[src/include/pdt_map.svh]
// Purpose: Register indices, field positions and reset values of the deadtime/trigger/polarity block.
// Assumes: Word index times four is the Wishbone byte address.
// Notes:   Definitions only.
`ifndef PDT_MAP_SVH
`define PDT_MAP_SVH

`define PDT_IDX_DEADTIME  8'h22
`define PDT_IDX_EXTTRIG   8'h23
`define PDT_IDX_POLARITY  8'h24
`define PDT_IDX_CTRL      8'h30
`define PDT_IDX_STATUS    8'h31
`define PDT_IDX_MASK      8'h32

`define PDT_DT_PS_MSB     7
`define PDT_DT_PS_LSB     6
`define PDT_DT_CNT_MSB    5
`define PDT_PS_DIV4       2'b10
`define PDT_PS_DIV16      2'b11

`define PDT_TRIGGER_FLAG_BIT     7
`define PDT_INIT_EN_BIT   6

`define PDT_CTRL_WRITE_PROTECT_DISABLE    0
`define PDT_CTRL_FLTEN    1
`define PDT_CTRL_WPON     2
`define PDT_CTRL_PAIR_DEADTIME_ENABLE_LSB 4

`define PDT_STS_TRIG      0
`define PDT_STS_FAULT     1

`define PDT_RST_BYTE      8'h00
`define PDT_RST_CTRL      8'h00

`endif

[src/include/pdt_pkg.sv]
// Purpose: State types of the deadtime/trigger/polarity block.
// Assumes: Each module keeps all of its state in one of these structs.
// Notes:   Constants live in pdt_map.svh.
package pdt_pkg;

	typedef struct packed {
		logic       ack;
		logic [7:0] rdata;
		logic [7:0] dt;
		logic [6:0] ext_en;
		logic       flag;
		logic       arm;
		logic [7:0] pol;
		logic       write_protect_disable;
		logic       fault_en;
		logic [3:0] pair_en;
		logic [1:0] sts;
		logic [1:0] mask;
		logic       irq;
		logic [7:0] pwm;
	} pdt_top_state_t;

	typedef struct packed {
		logic trig;
		logic chan_trig;
	} pdt_trig_state_t;

	typedef struct packed {
		logic [1:0][9:0] cnt;
		logic [1:0]      prev;
	} pdt_dt_state_t;

endpackage : pdt_pkg

[src/include/pdt_cfg_if.sv]
// Purpose: Configuration carried from the register file to the trigger and deadtime cells.
// Assumes: All signals are static levels held in registers of the top.
// Notes:   One source, several sinks.
`timescale 1ns/1ps
`default_nettype none
interface pdt_cfg_if;
	logic [1:0] prescale;
	logic [5:0] count;
	logic [5:0] trig_en;
	logic       init_en;

	modport src (output prescale, output count, output trig_en, output init_en);
	modport dt  (input prescale, input count);
	modport tg  (input trig_en, input init_en);
endinterface : pdt_cfg_if
`default_nettype wire

[src/verilog/pdt_trigger.sv]
// Purpose: Raises initialization and channel triggers from counter match pulses.
// Assumes: Match inputs are one-cycle pulses from the counter.
// Notes:   Matches of several channels in one cycle give a single pulse.
`timescale 1ns/1ps
`default_nettype none
module pdt_trigger
	import pdt_pkg::*;
(
	input  wire logic       clk_i,
	input  wire logic       rst_i,
	pdt_cfg_if.tg           cfg,
	input  wire logic [7:0] chan_match_i,
	input  wire logic       init_match_i,
	output logic            trig_o,
	output logic            chan_trig_o
);
	pdt_trig_state_t q, d;
	logic [5:0]      ch_en;

	always_comb begin
		// Enable bits are reordered into channel order 5..0.
		ch_en       = {cfg.trig_en[3:0], cfg.trig_en[5:4]};
		d.chan_trig = |(ch_en & chan_match_i[5:0]);
		d.trig      = d.chan_trig | (cfg.init_en & init_match_i);
	end

	always_ff @(posedge clk_i) begin
		if (rst_i) begin
			q <= '0;
		end else begin
			q <= d;
		end
	end

	assign trig_o      = q.trig;
	assign chan_trig_o = q.chan_trig;
endmodule : pdt_trigger
`default_nettype wire

[src/verilog/pdt_deadtime.sv]
// Purpose: Deadtime insertion for one channel pair.
// Assumes: Inputs are active-high logical PWM levels.
// Notes:   Only inactive-to-active edges are delayed.
`timescale 1ns/1ps
`default_nettype none
`include "pdt_map.svh"
module pdt_deadtime
	import pdt_pkg::*;
(
	input  wire logic       clk_i,
	input  wire logic       rst_i,
	pdt_cfg_if.dt           cfg,
	input  wire logic       en_i,
	input  wire logic [1:0] pwm_i,
	output logic      [1:0] pwm_o
);
	pdt_dt_state_t q, d;
	logic [9:0]    cycles;
	logic [1:0]    rise;

	always_comb begin
		unique case (cfg.prescale)
			`PDT_PS_DIV4:  cycles = {2'h0, cfg.count, 2'h0};
			`PDT_PS_DIV16: cycles = {cfg.count, 4'h0};
			default:       cycles = {4'h0, cfg.count};
		endcase
		d      = q;
		d.prev = pwm_i;
		rise   = pwm_i & ~q.prev;
		for (int i = 0; i < 2; i++) begin
			if (rise[i] && cycles != 10'h000) begin
				d.cnt[i] = cycles - 10'h001;
			end else if (q.cnt[i] != 10'h000) begin
				d.cnt[i] = q.cnt[i] - 10'h001;
			end
			if (!en_i) begin
				pwm_o[i] = pwm_i[i];
			end else if (rise[i]) begin
				pwm_o[i] = pwm_i[i] & (cycles == 10'h000);
			end else begin
				pwm_o[i] = pwm_i[i] & (q.cnt[i] == 10'h000);
			end
		end
	end

	always_ff @(posedge clk_i) begin
		if (rst_i) begin
			q <= '0;
		end else begin
			q <= d;
		end
	end
endmodule : pdt_deadtime
`default_nettype wire

[src/verilog/pdt_top.sv]
// Purpose: Deadtime, external trigger and output polarity slice with a Wishbone register file.
// Assumes: Counter match pulses and raw PWM levels come from the timer core.
// Notes:   Registers are one byte each in the low lane of a 32-bit word.
`timescale 1ns/1ps
`default_nettype none
`include "pdt_map.svh"
// Operation
// - Deadtime clock is system clock divided by 1, 4 or 16 by prescale.
// - All deadtime channels share one prescale and one count.
// - Deadtime equals prescale factor times count, zero inserts none, count up to 63, so at most 1008 cycles.
// - Prescale and count take writes only while protection is disabled.
// - Trigger flag bit 7 sets whenever a channel trigger occurs.
// - Flag clears by reading it set then writing zero; writing one does nothing.
// - A trigger between the read and the clearing write keeps the flag set.
// - Initialization trigger enable fires a trigger at counter initial value.
// - Channel enables fire on match; bits 5..0 map channels 1,0,5,4,3,2.
// - Channels 6 and 7 never produce channel triggers.
// - Several enabled channels matching in separate cycles each give their own trigger in one period; matches in one cycle give a single trigger.
// - Polarity bit n per channel: zero active high, one active low.
// - On an enabled fault each output goes to its polarity bit value.
// - Polarity bits take writes only while protection is disabled.
// - Deadtime applies to a pair only when its enable is one.
// - Write protect on status always reads as inverse of disable.
module pdt_top
	import pdt_pkg::*;
(
	input  wire logic        clk_i,
	input  wire logic        rst_i,
	input  wire logic [9:0]  wb_adr_i,
	input  wire logic [31:0] wb_dat_i,
	input  wire logic [3:0]  wb_sel_i,
	input  wire logic        wb_we_i,
	input  wire logic        wb_cyc_i,
	input  wire logic        wb_stb_i,
	output logic      [31:0] wb_dat_o,
	output logic             wb_ack_o,
	input  wire logic [7:0]  pwm_i,
	input  wire logic        init_match_i,
	input  wire logic [7:0]  chan_match_i,
	input  wire logic        fault_i,
	output logic      [7:0]  pwm_o,
	output logic             trig_o,
	output logic             chan_trig_o,
	output logic             irq_o
);
	pdt_top_state_t q, d;
	pdt_cfg_if      cfg ();

	logic [7:0] idx;
	logic       req;
	logic       rd_cap;
	logic       wr;
	logic [7:0] wdat;
	logic       fault_on;
	logic [7:0] dt_out;
	logic [7:0] rd_val;
	logic       chan_trig;

	assign idx      = wb_adr_i[9:2];
	assign req      = wb_cyc_i & wb_stb_i;
	assign rd_cap   = req & ~q.ack & ~wb_we_i;
	assign wr       = req & q.ack & wb_we_i & wb_sel_i[0];
	assign wdat     = wb_dat_i[7:0];
	assign fault_on = q.fault_en & fault_i;

	// One prescale and one count feed every pair.
	assign cfg.prescale = q.dt[`PDT_DT_PS_MSB:`PDT_DT_PS_LSB];
	assign cfg.count    = q.dt[`PDT_DT_CNT_MSB:0];
	assign cfg.trig_en  = q.ext_en[5:0];
	assign cfg.init_en  = q.ext_en[`PDT_INIT_EN_BIT];

	pdt_trigger u_trig (
		.clk_i        (clk_i),
		.rst_i        (rst_i),
		.cfg          (cfg),
		.chan_match_i (chan_match_i),
		.init_match_i (init_match_i),
		.trig_o       (trig_o),
		.chan_trig_o  (chan_trig)
	);

	assign chan_trig_o = chan_trig;

	for (genvar p = 0; p < 4; p++) begin : g_pair
		pdt_deadtime u_dt (
			.clk_i (clk_i),
			.rst_i (rst_i),
			.cfg   (cfg),
			.en_i  (q.pair_en[p]),
			.pwm_i (pwm_i[2*p+1:2*p]),
			.pwm_o (dt_out[2*p+1:2*p])
		);
	end

	always_comb begin
		unique case (idx)
			`PDT_IDX_DEADTIME: begin
				rd_val = q.dt;
			end
			`PDT_IDX_EXTTRIG: begin
				rd_val = {q.flag, q.ext_en};
			end
			`PDT_IDX_POLARITY: begin
				rd_val = q.pol;
			end
			`PDT_IDX_CTRL: begin
				rd_val                   = `PDT_RST_CTRL;
				rd_val[`PDT_CTRL_WRITE_PROTECT_DISABLE]  = q.write_protect_disable;
				rd_val[`PDT_CTRL_FLTEN]  = q.fault_en;
				rd_val[`PDT_CTRL_WPON]   = ~q.write_protect_disable;
				rd_val[7:`PDT_CTRL_PAIR_DEADTIME_ENABLE_LSB] = q.pair_en;
			end
			`PDT_IDX_STATUS: begin
				rd_val = {6'h00, q.sts};
			end
			`PDT_IDX_MASK: begin
				rd_val = {6'h00, q.mask};
			end
			default: begin
				rd_val = 8'h00;
			end
		endcase
	end

	always_comb begin
		d       = q;
		d.ack   = req & ~q.ack;
		d.rdata = rd_cap ? rd_val : q.rdata;

		if (wr) begin
			unique case (idx)
				`PDT_IDX_DEADTIME: begin
					if (q.write_protect_disable) begin
						d.dt = wdat;
					end
				end
				`PDT_IDX_EXTTRIG: begin
					d.ext_en = wdat[6:0];
				end
				`PDT_IDX_POLARITY: begin
					if (q.write_protect_disable) begin
						d.pol = wdat;
					end
				end
				`PDT_IDX_CTRL: begin
					d.write_protect_disable    = wdat[`PDT_CTRL_WRITE_PROTECT_DISABLE];
					d.fault_en = wdat[`PDT_CTRL_FLTEN];
					if (q.write_protect_disable) begin
						d.pair_en = wdat[7:`PDT_CTRL_PAIR_DEADTIME_ENABLE_LSB];
					end
				end
				`PDT_IDX_STATUS: begin
					d.sts = q.sts & ~wdat[1:0];
				end
				`PDT_IDX_MASK: begin
					d.mask = wdat[1:0];
				end
				default: begin
				end
			endcase
		end

		// A read that returns the flag set arms the clear sequence.
		if (rd_cap && idx == `PDT_IDX_EXTTRIG && q.flag) begin
			d.arm = 1'b1;
		end
		if (wr && idx == `PDT_IDX_EXTTRIG) begin
			d.arm = 1'b0;
			if (!wdat[`PDT_TRIGGER_FLAG_BIT] && q.arm) begin
				d.flag = 1'b0;
			end
		end
		// A new channel trigger wins over any clear and restarts the sequence.
		if (chan_trig) begin
			d.flag = 1'b1;
			d.arm  = 1'b0;
		end

		if (chan_trig) begin
			d.sts[`PDT_STS_TRIG] = 1'b1;
		end
		if (fault_on) begin
			d.sts[`PDT_STS_FAULT] = 1'b1;
		end
		d.irq = |(q.sts & q.mask);

		for (int i = 0; i < 8; i++) begin
			if (fault_on) begin
				d.pwm[i] = q.pol[i];
			end else begin
				d.pwm[i] = dt_out[i] ^ q.pol[i];
			end
		end
	end

	always_ff @(posedge clk_i) begin
		if (rst_i) begin
			q          <= '0;
			q.dt       <= `PDT_RST_BYTE;
			q.pol      <= `PDT_RST_BYTE;
			q.write_protect_disable    <= 1'b0;
		end else begin
			q <= d;
		end
	end

	assign wb_dat_o = {24'h000000, q.rdata};
	assign wb_ack_o = q.ack;
	assign pwm_o    = q.pwm;
	assign irq_o    = q.irq;
endmodule : pdt_top
`default_nettype wire

[config.mk]
export PLATFORM = sky130hd
export DESIGN_NAME = pdt_top
export DESIGN_NICKNAME = d
export VERILOG_FILES = /design/src/include/pdt_pkg.sv /design/src/include/pdt_cfg_if.sv /design/src/verilog/pdt_trigger.sv /design/src/verilog/pdt_deadtime.sv /design/src/verilog/pdt_top.sv
export VERILOG_INCLUDE_DIRS = /design/src /design/src/include
export SDC_FILE = /design/constraint.sdc
export NUM_CORES = 1
export LEC_CHECK = 0
export BUFFER_PORTS_ARGS = -buffer_cell sky130_fd_sc_hd__buf_2
export CAP_MARGIN = 10
export CORE_ASPECT_RATIO = 0.75
export CORE_UTILIZATION = 53
export CTS_CLUSTER_SIZE = 8
export DETAILED_ROUTE_END_ITERATION = 10
export GPL_TIMING_DRIVEN = 1
export PLACE_DENSITY = 0.86
export SETUP_SLACK_MARGIN = 0.5
export SYNTH_ARGS = -nofsm -noshare
export SYNTH_HDL_FRONTEND = slang
export SYNTH_SLANG_ARGS = --single-unit
[constraint.sdc]
create_clock -name clk_i -period 2.49 [get_ports clk_i]
set_input_delay 0.3735 -clock clk_i [delete_from_list [all_inputs] [get_ports clk_i]]
set_output_delay 0.3735 -clock clk_i [all_outputs]
set_load 0.02 [all_outputs]
==> flow_summary_export.csv <==
group,metric,value,unit
timing,fin_tns_setup,0,ns
clock_network,cts_tree,"yes",
clock_network,cts.path.max_buffers,2,
clock_network,clk_pin_slew_worst_paths,0.07,ns
cells_and_area,stdcell_count,1328,
timing,max_freq,0.481,GHz
critical_path,critical_path_required,2.82,ns
clock_network,hold_buffers,0,
hold_path,worstHoldPathType,"in2reg",
place,dp_slack,0.196,ns
floorplanning,core,16200,um^2
logic_synthesis,synth_cell_types,75,
timing,rsz0062_at_grt,"yes",
critical_path,critPathCaptureType,"flop",
power_and_ir_drop,ir_drop,0.000499,V
timing,clock_skew,0.0117,ns
global_route,grt_usage,29.0,%
routing,drtIter0Drc,1236,
logic_synthesis,synth_edf_count,0,
cells_and_area,syn_to_final_growth,19.5,%
routing,drtPass1Iterations,7,
place,gp_congestion,0.928,
timing,min_period_over_period,83.6,%
logic_synthesis,synth_fa_ha_area_share,2.54,%
logic_synthesis,ys_ff_latch,143,
critical_path,rrSetupSlack,0.41,ns
place,dp_cells,1260,
job,cap_violations,0,
floorplanning,dieArea,17300,um^2
routing,routedWlPerCell,20.9,um
global_route,antenna_found_initial,1,
cells_and_area,fillers,1200,
floorplanning,initial_utilization,54.8,%
critical_path,crit_arrival,2.41,ns
logic_synthesis,synth_xor_area_share,5.52,%
floorplanning,die_height,114,um
global_route,grt_pass1_wl,39.3,mm
logic_synthesis,synth_area_per_cell,8.49,um^2
clock_network,clk_latency,0.43,ns
timing,setup_viol,0,
power_and_ir_drop,pwr_density_cell,1060,nW/um^2
global_route,grt_pass1_vias,7690,
timing,worst_slew_pin_slew,0.771,ns
logic_synthesis,synthMuxAreaShare,6.76,%
place,io_buffers,57,
clock_network,cts-htree-levels,4,
routing,vias,8731,
routing,antenna_left,0,
logic_synthesis,async_flop_share,0,%
routing,drt-vias-per-instance,6.57,
power_and_ir_drop,leakage,4.15,nW
logic_synthesis,yosysSeqAreaShare,32.2,%
clock_network,clock-sinks,143,
cells_and_area,diodes,0,
logic_synthesis,syn_area,8880,um^2
cells_and_area,final_util,65.4,%
logic_synthesis,synth.yosys.warnings,0,
critical_path,worst_setup_path_start_kind,"flop",
global_route,grt_max_degree,69,
logic_synthesis,synth-compound-area-share,22.7,%
logic_synthesis,synth_cells,1046,
timing,fin_crit,2.08,ns
floorplanning,floorplan.die.width,151,um
critical_path,path_max_fanout,11,
logic_synthesis,synth_top_family_by_area,"compound AO/OA/AOI/OAI gates",
cells_and_area,layout-drive-gt1-share,27.9,%
logic_synthesis,synth_flop_cell,"dfxtp_1",
timing,slew_headroom,48.5,%
global_route,grt_overflow,0,
clock_network,cts-root-buf,"clkbuf_16",
floorplanning,num_io_pins,113,
routing,route.detailed.drc,0,
timing,holdWs,0.185,ns
clock_network,cts_buffers,17,
logic_synthesis,synthSimpleGateAreaFrac,21.9,%
timing,finalMaxSlewViolations,0,
routing,wirelength,27.8,mm
status,status,"complete, no violations",
floorplanning,rows,40,
timing,hold_violations,0,
timing,fin_ws,0.410,ns
critical_path,crit_type,"reg2reg",
place,dpl.hpwl,16.0,mm
cells_and_area,nets,1192,
==> path summary, 6_finish.rpt <==
path	from	to	cells past startpoint
max	cfg.prescale[0]	g_pair[2].u_dt.q[12]	7
min	init_match_i	u_trig.trig_o	2
max reg2reg	cfg.prescale[0]	g_pair[2].u_dt.q[12]	7
min reg2reg	wb_dat_o[3]	wb_dat_o[3]	2
==> state kept, by name (all words and copies together) (netlist names) <==
signal              count
irq_o                   1
cfg.init_en             1
cfg.prescale            2
u_trig.chan_trig_o      1
wb_dat_o                8
pwm_o                   8
g_pair.u_dt.q          88
wb_ack_o                1
q                      20
u_trig.trig_o           1
cfg.count               6
cfg.trig_en             6
==> per-layer routing <==
layer / track usage [%] / up-vias / routed length (um)
met5: 0 / - / 0
met1: 41.3 / 4184 / 11000
met3: 5.94 / 120 / 3450
li1: - / 3889 / -
met4: 9.40 / 0 / 996
met2: 43.7 / 538 / 12400
==> cells in the final DEF, fill, tap and decap left out, drive strengths merged, types with 9 or more instances in the layout <==
cell and instances:
a211oi 42, a21bo 9, a21oi 88, a221oi 13, a22oi 15, buf 115, clkbuf 23, conb 24
dfxtp 143, ha 18, inv 38, mux2 16, mux2i 42, nand2 50, nand2b 13, nand3 39
nor2 94, nor2b 24, nor3 33, nor3b 16, nor4 11, o211a 10, o211ai 13, o21ai 50
or3 12, or4 19, xnor2 44, xor2 12
==> stage by stage <==
step	area, um^2	power (mW)
2_1_floorplan	9080	7.02
3_3_place_gp	9230	7.52
3_5_place_dp	9230	7.72
4_1_cts	10100	10.7
5_1_grt	10600	11.9
6_report	10600	11.3
==> what timing repair did <==
action / 4_1_cts / 5_1_grt
setup buffers: 17 / 12
pin swaps: 6 / 31
setup endpoints to repair: 85 / 70
resized for setup: 26 / 91
gates cloned: 1 / 6
==> cell families (layout without fill, tap and decap cells) <==
logic type               after synthesis  count (layout)
AO/OA/AOI/OAI                        295             295
XOR/XNOR                              56              56
adder cells (fa/ha/maj)               18              18
other                                  1              24
AND/OR/NAND/NOR                      338             338
flip-flops                           143             143
multiplexers                          58              58
buffers and inverters                137             186
==> critical path, stage by stage, from the launching register on <==
cell,delay (ns)
dfxtp_4,0.42
mux2i_2,0.25
a21o_1,0.18
buf_4,0.16
and4_4,0.40
clkbuf_16,0.21
o21ai_0,0.13
a21oi_1,0.24
==> Yosys cell counts, types with 16 or more instances <==
library cell	number	share of area (%)
a211oi_1	38	3.2
a21oi_1	88	5.0
buf_2	17	0.96
buf_4	40	3.4
clkbuf_1	36	1.5
dfxtp_1	143	32
ha_1	18	2.5
inv_1	33	1.4
mux2_2	16	2.0
mux2i_1	42	4.7
nand2_1	50	2.1
nand3_1	38	2.1
nor2_1	94	4.0
nor2b_1	24	1.7
nor3_1	32	1.8
o21ai_0	50	2.8
xnor2_1	44	4.3
==> area by class of cell <==
type	count	area [um^2]	share of cell area (%)
timing repair buffer	120	957	9.02
clock buffer	18	439	4.14
inverter	34	128	1.20
clock inverter	14	155	1.46
multi-input combinational	789	5770	54.4
tap	210	263	2.48
sequential	143	2900	27.3
==> where the power goes <==
group	total [mW]	switching [mW]	leakage [nW]	internal [mW]
sequential	3.36	0.581	1.18	2.78
clock	2.62	1.11	0.276	1.52
combinational	5.29	2.61	2.69	2.68
total	11.3	4.29	4.15	6.98
(Power assumes the default switching activity.)
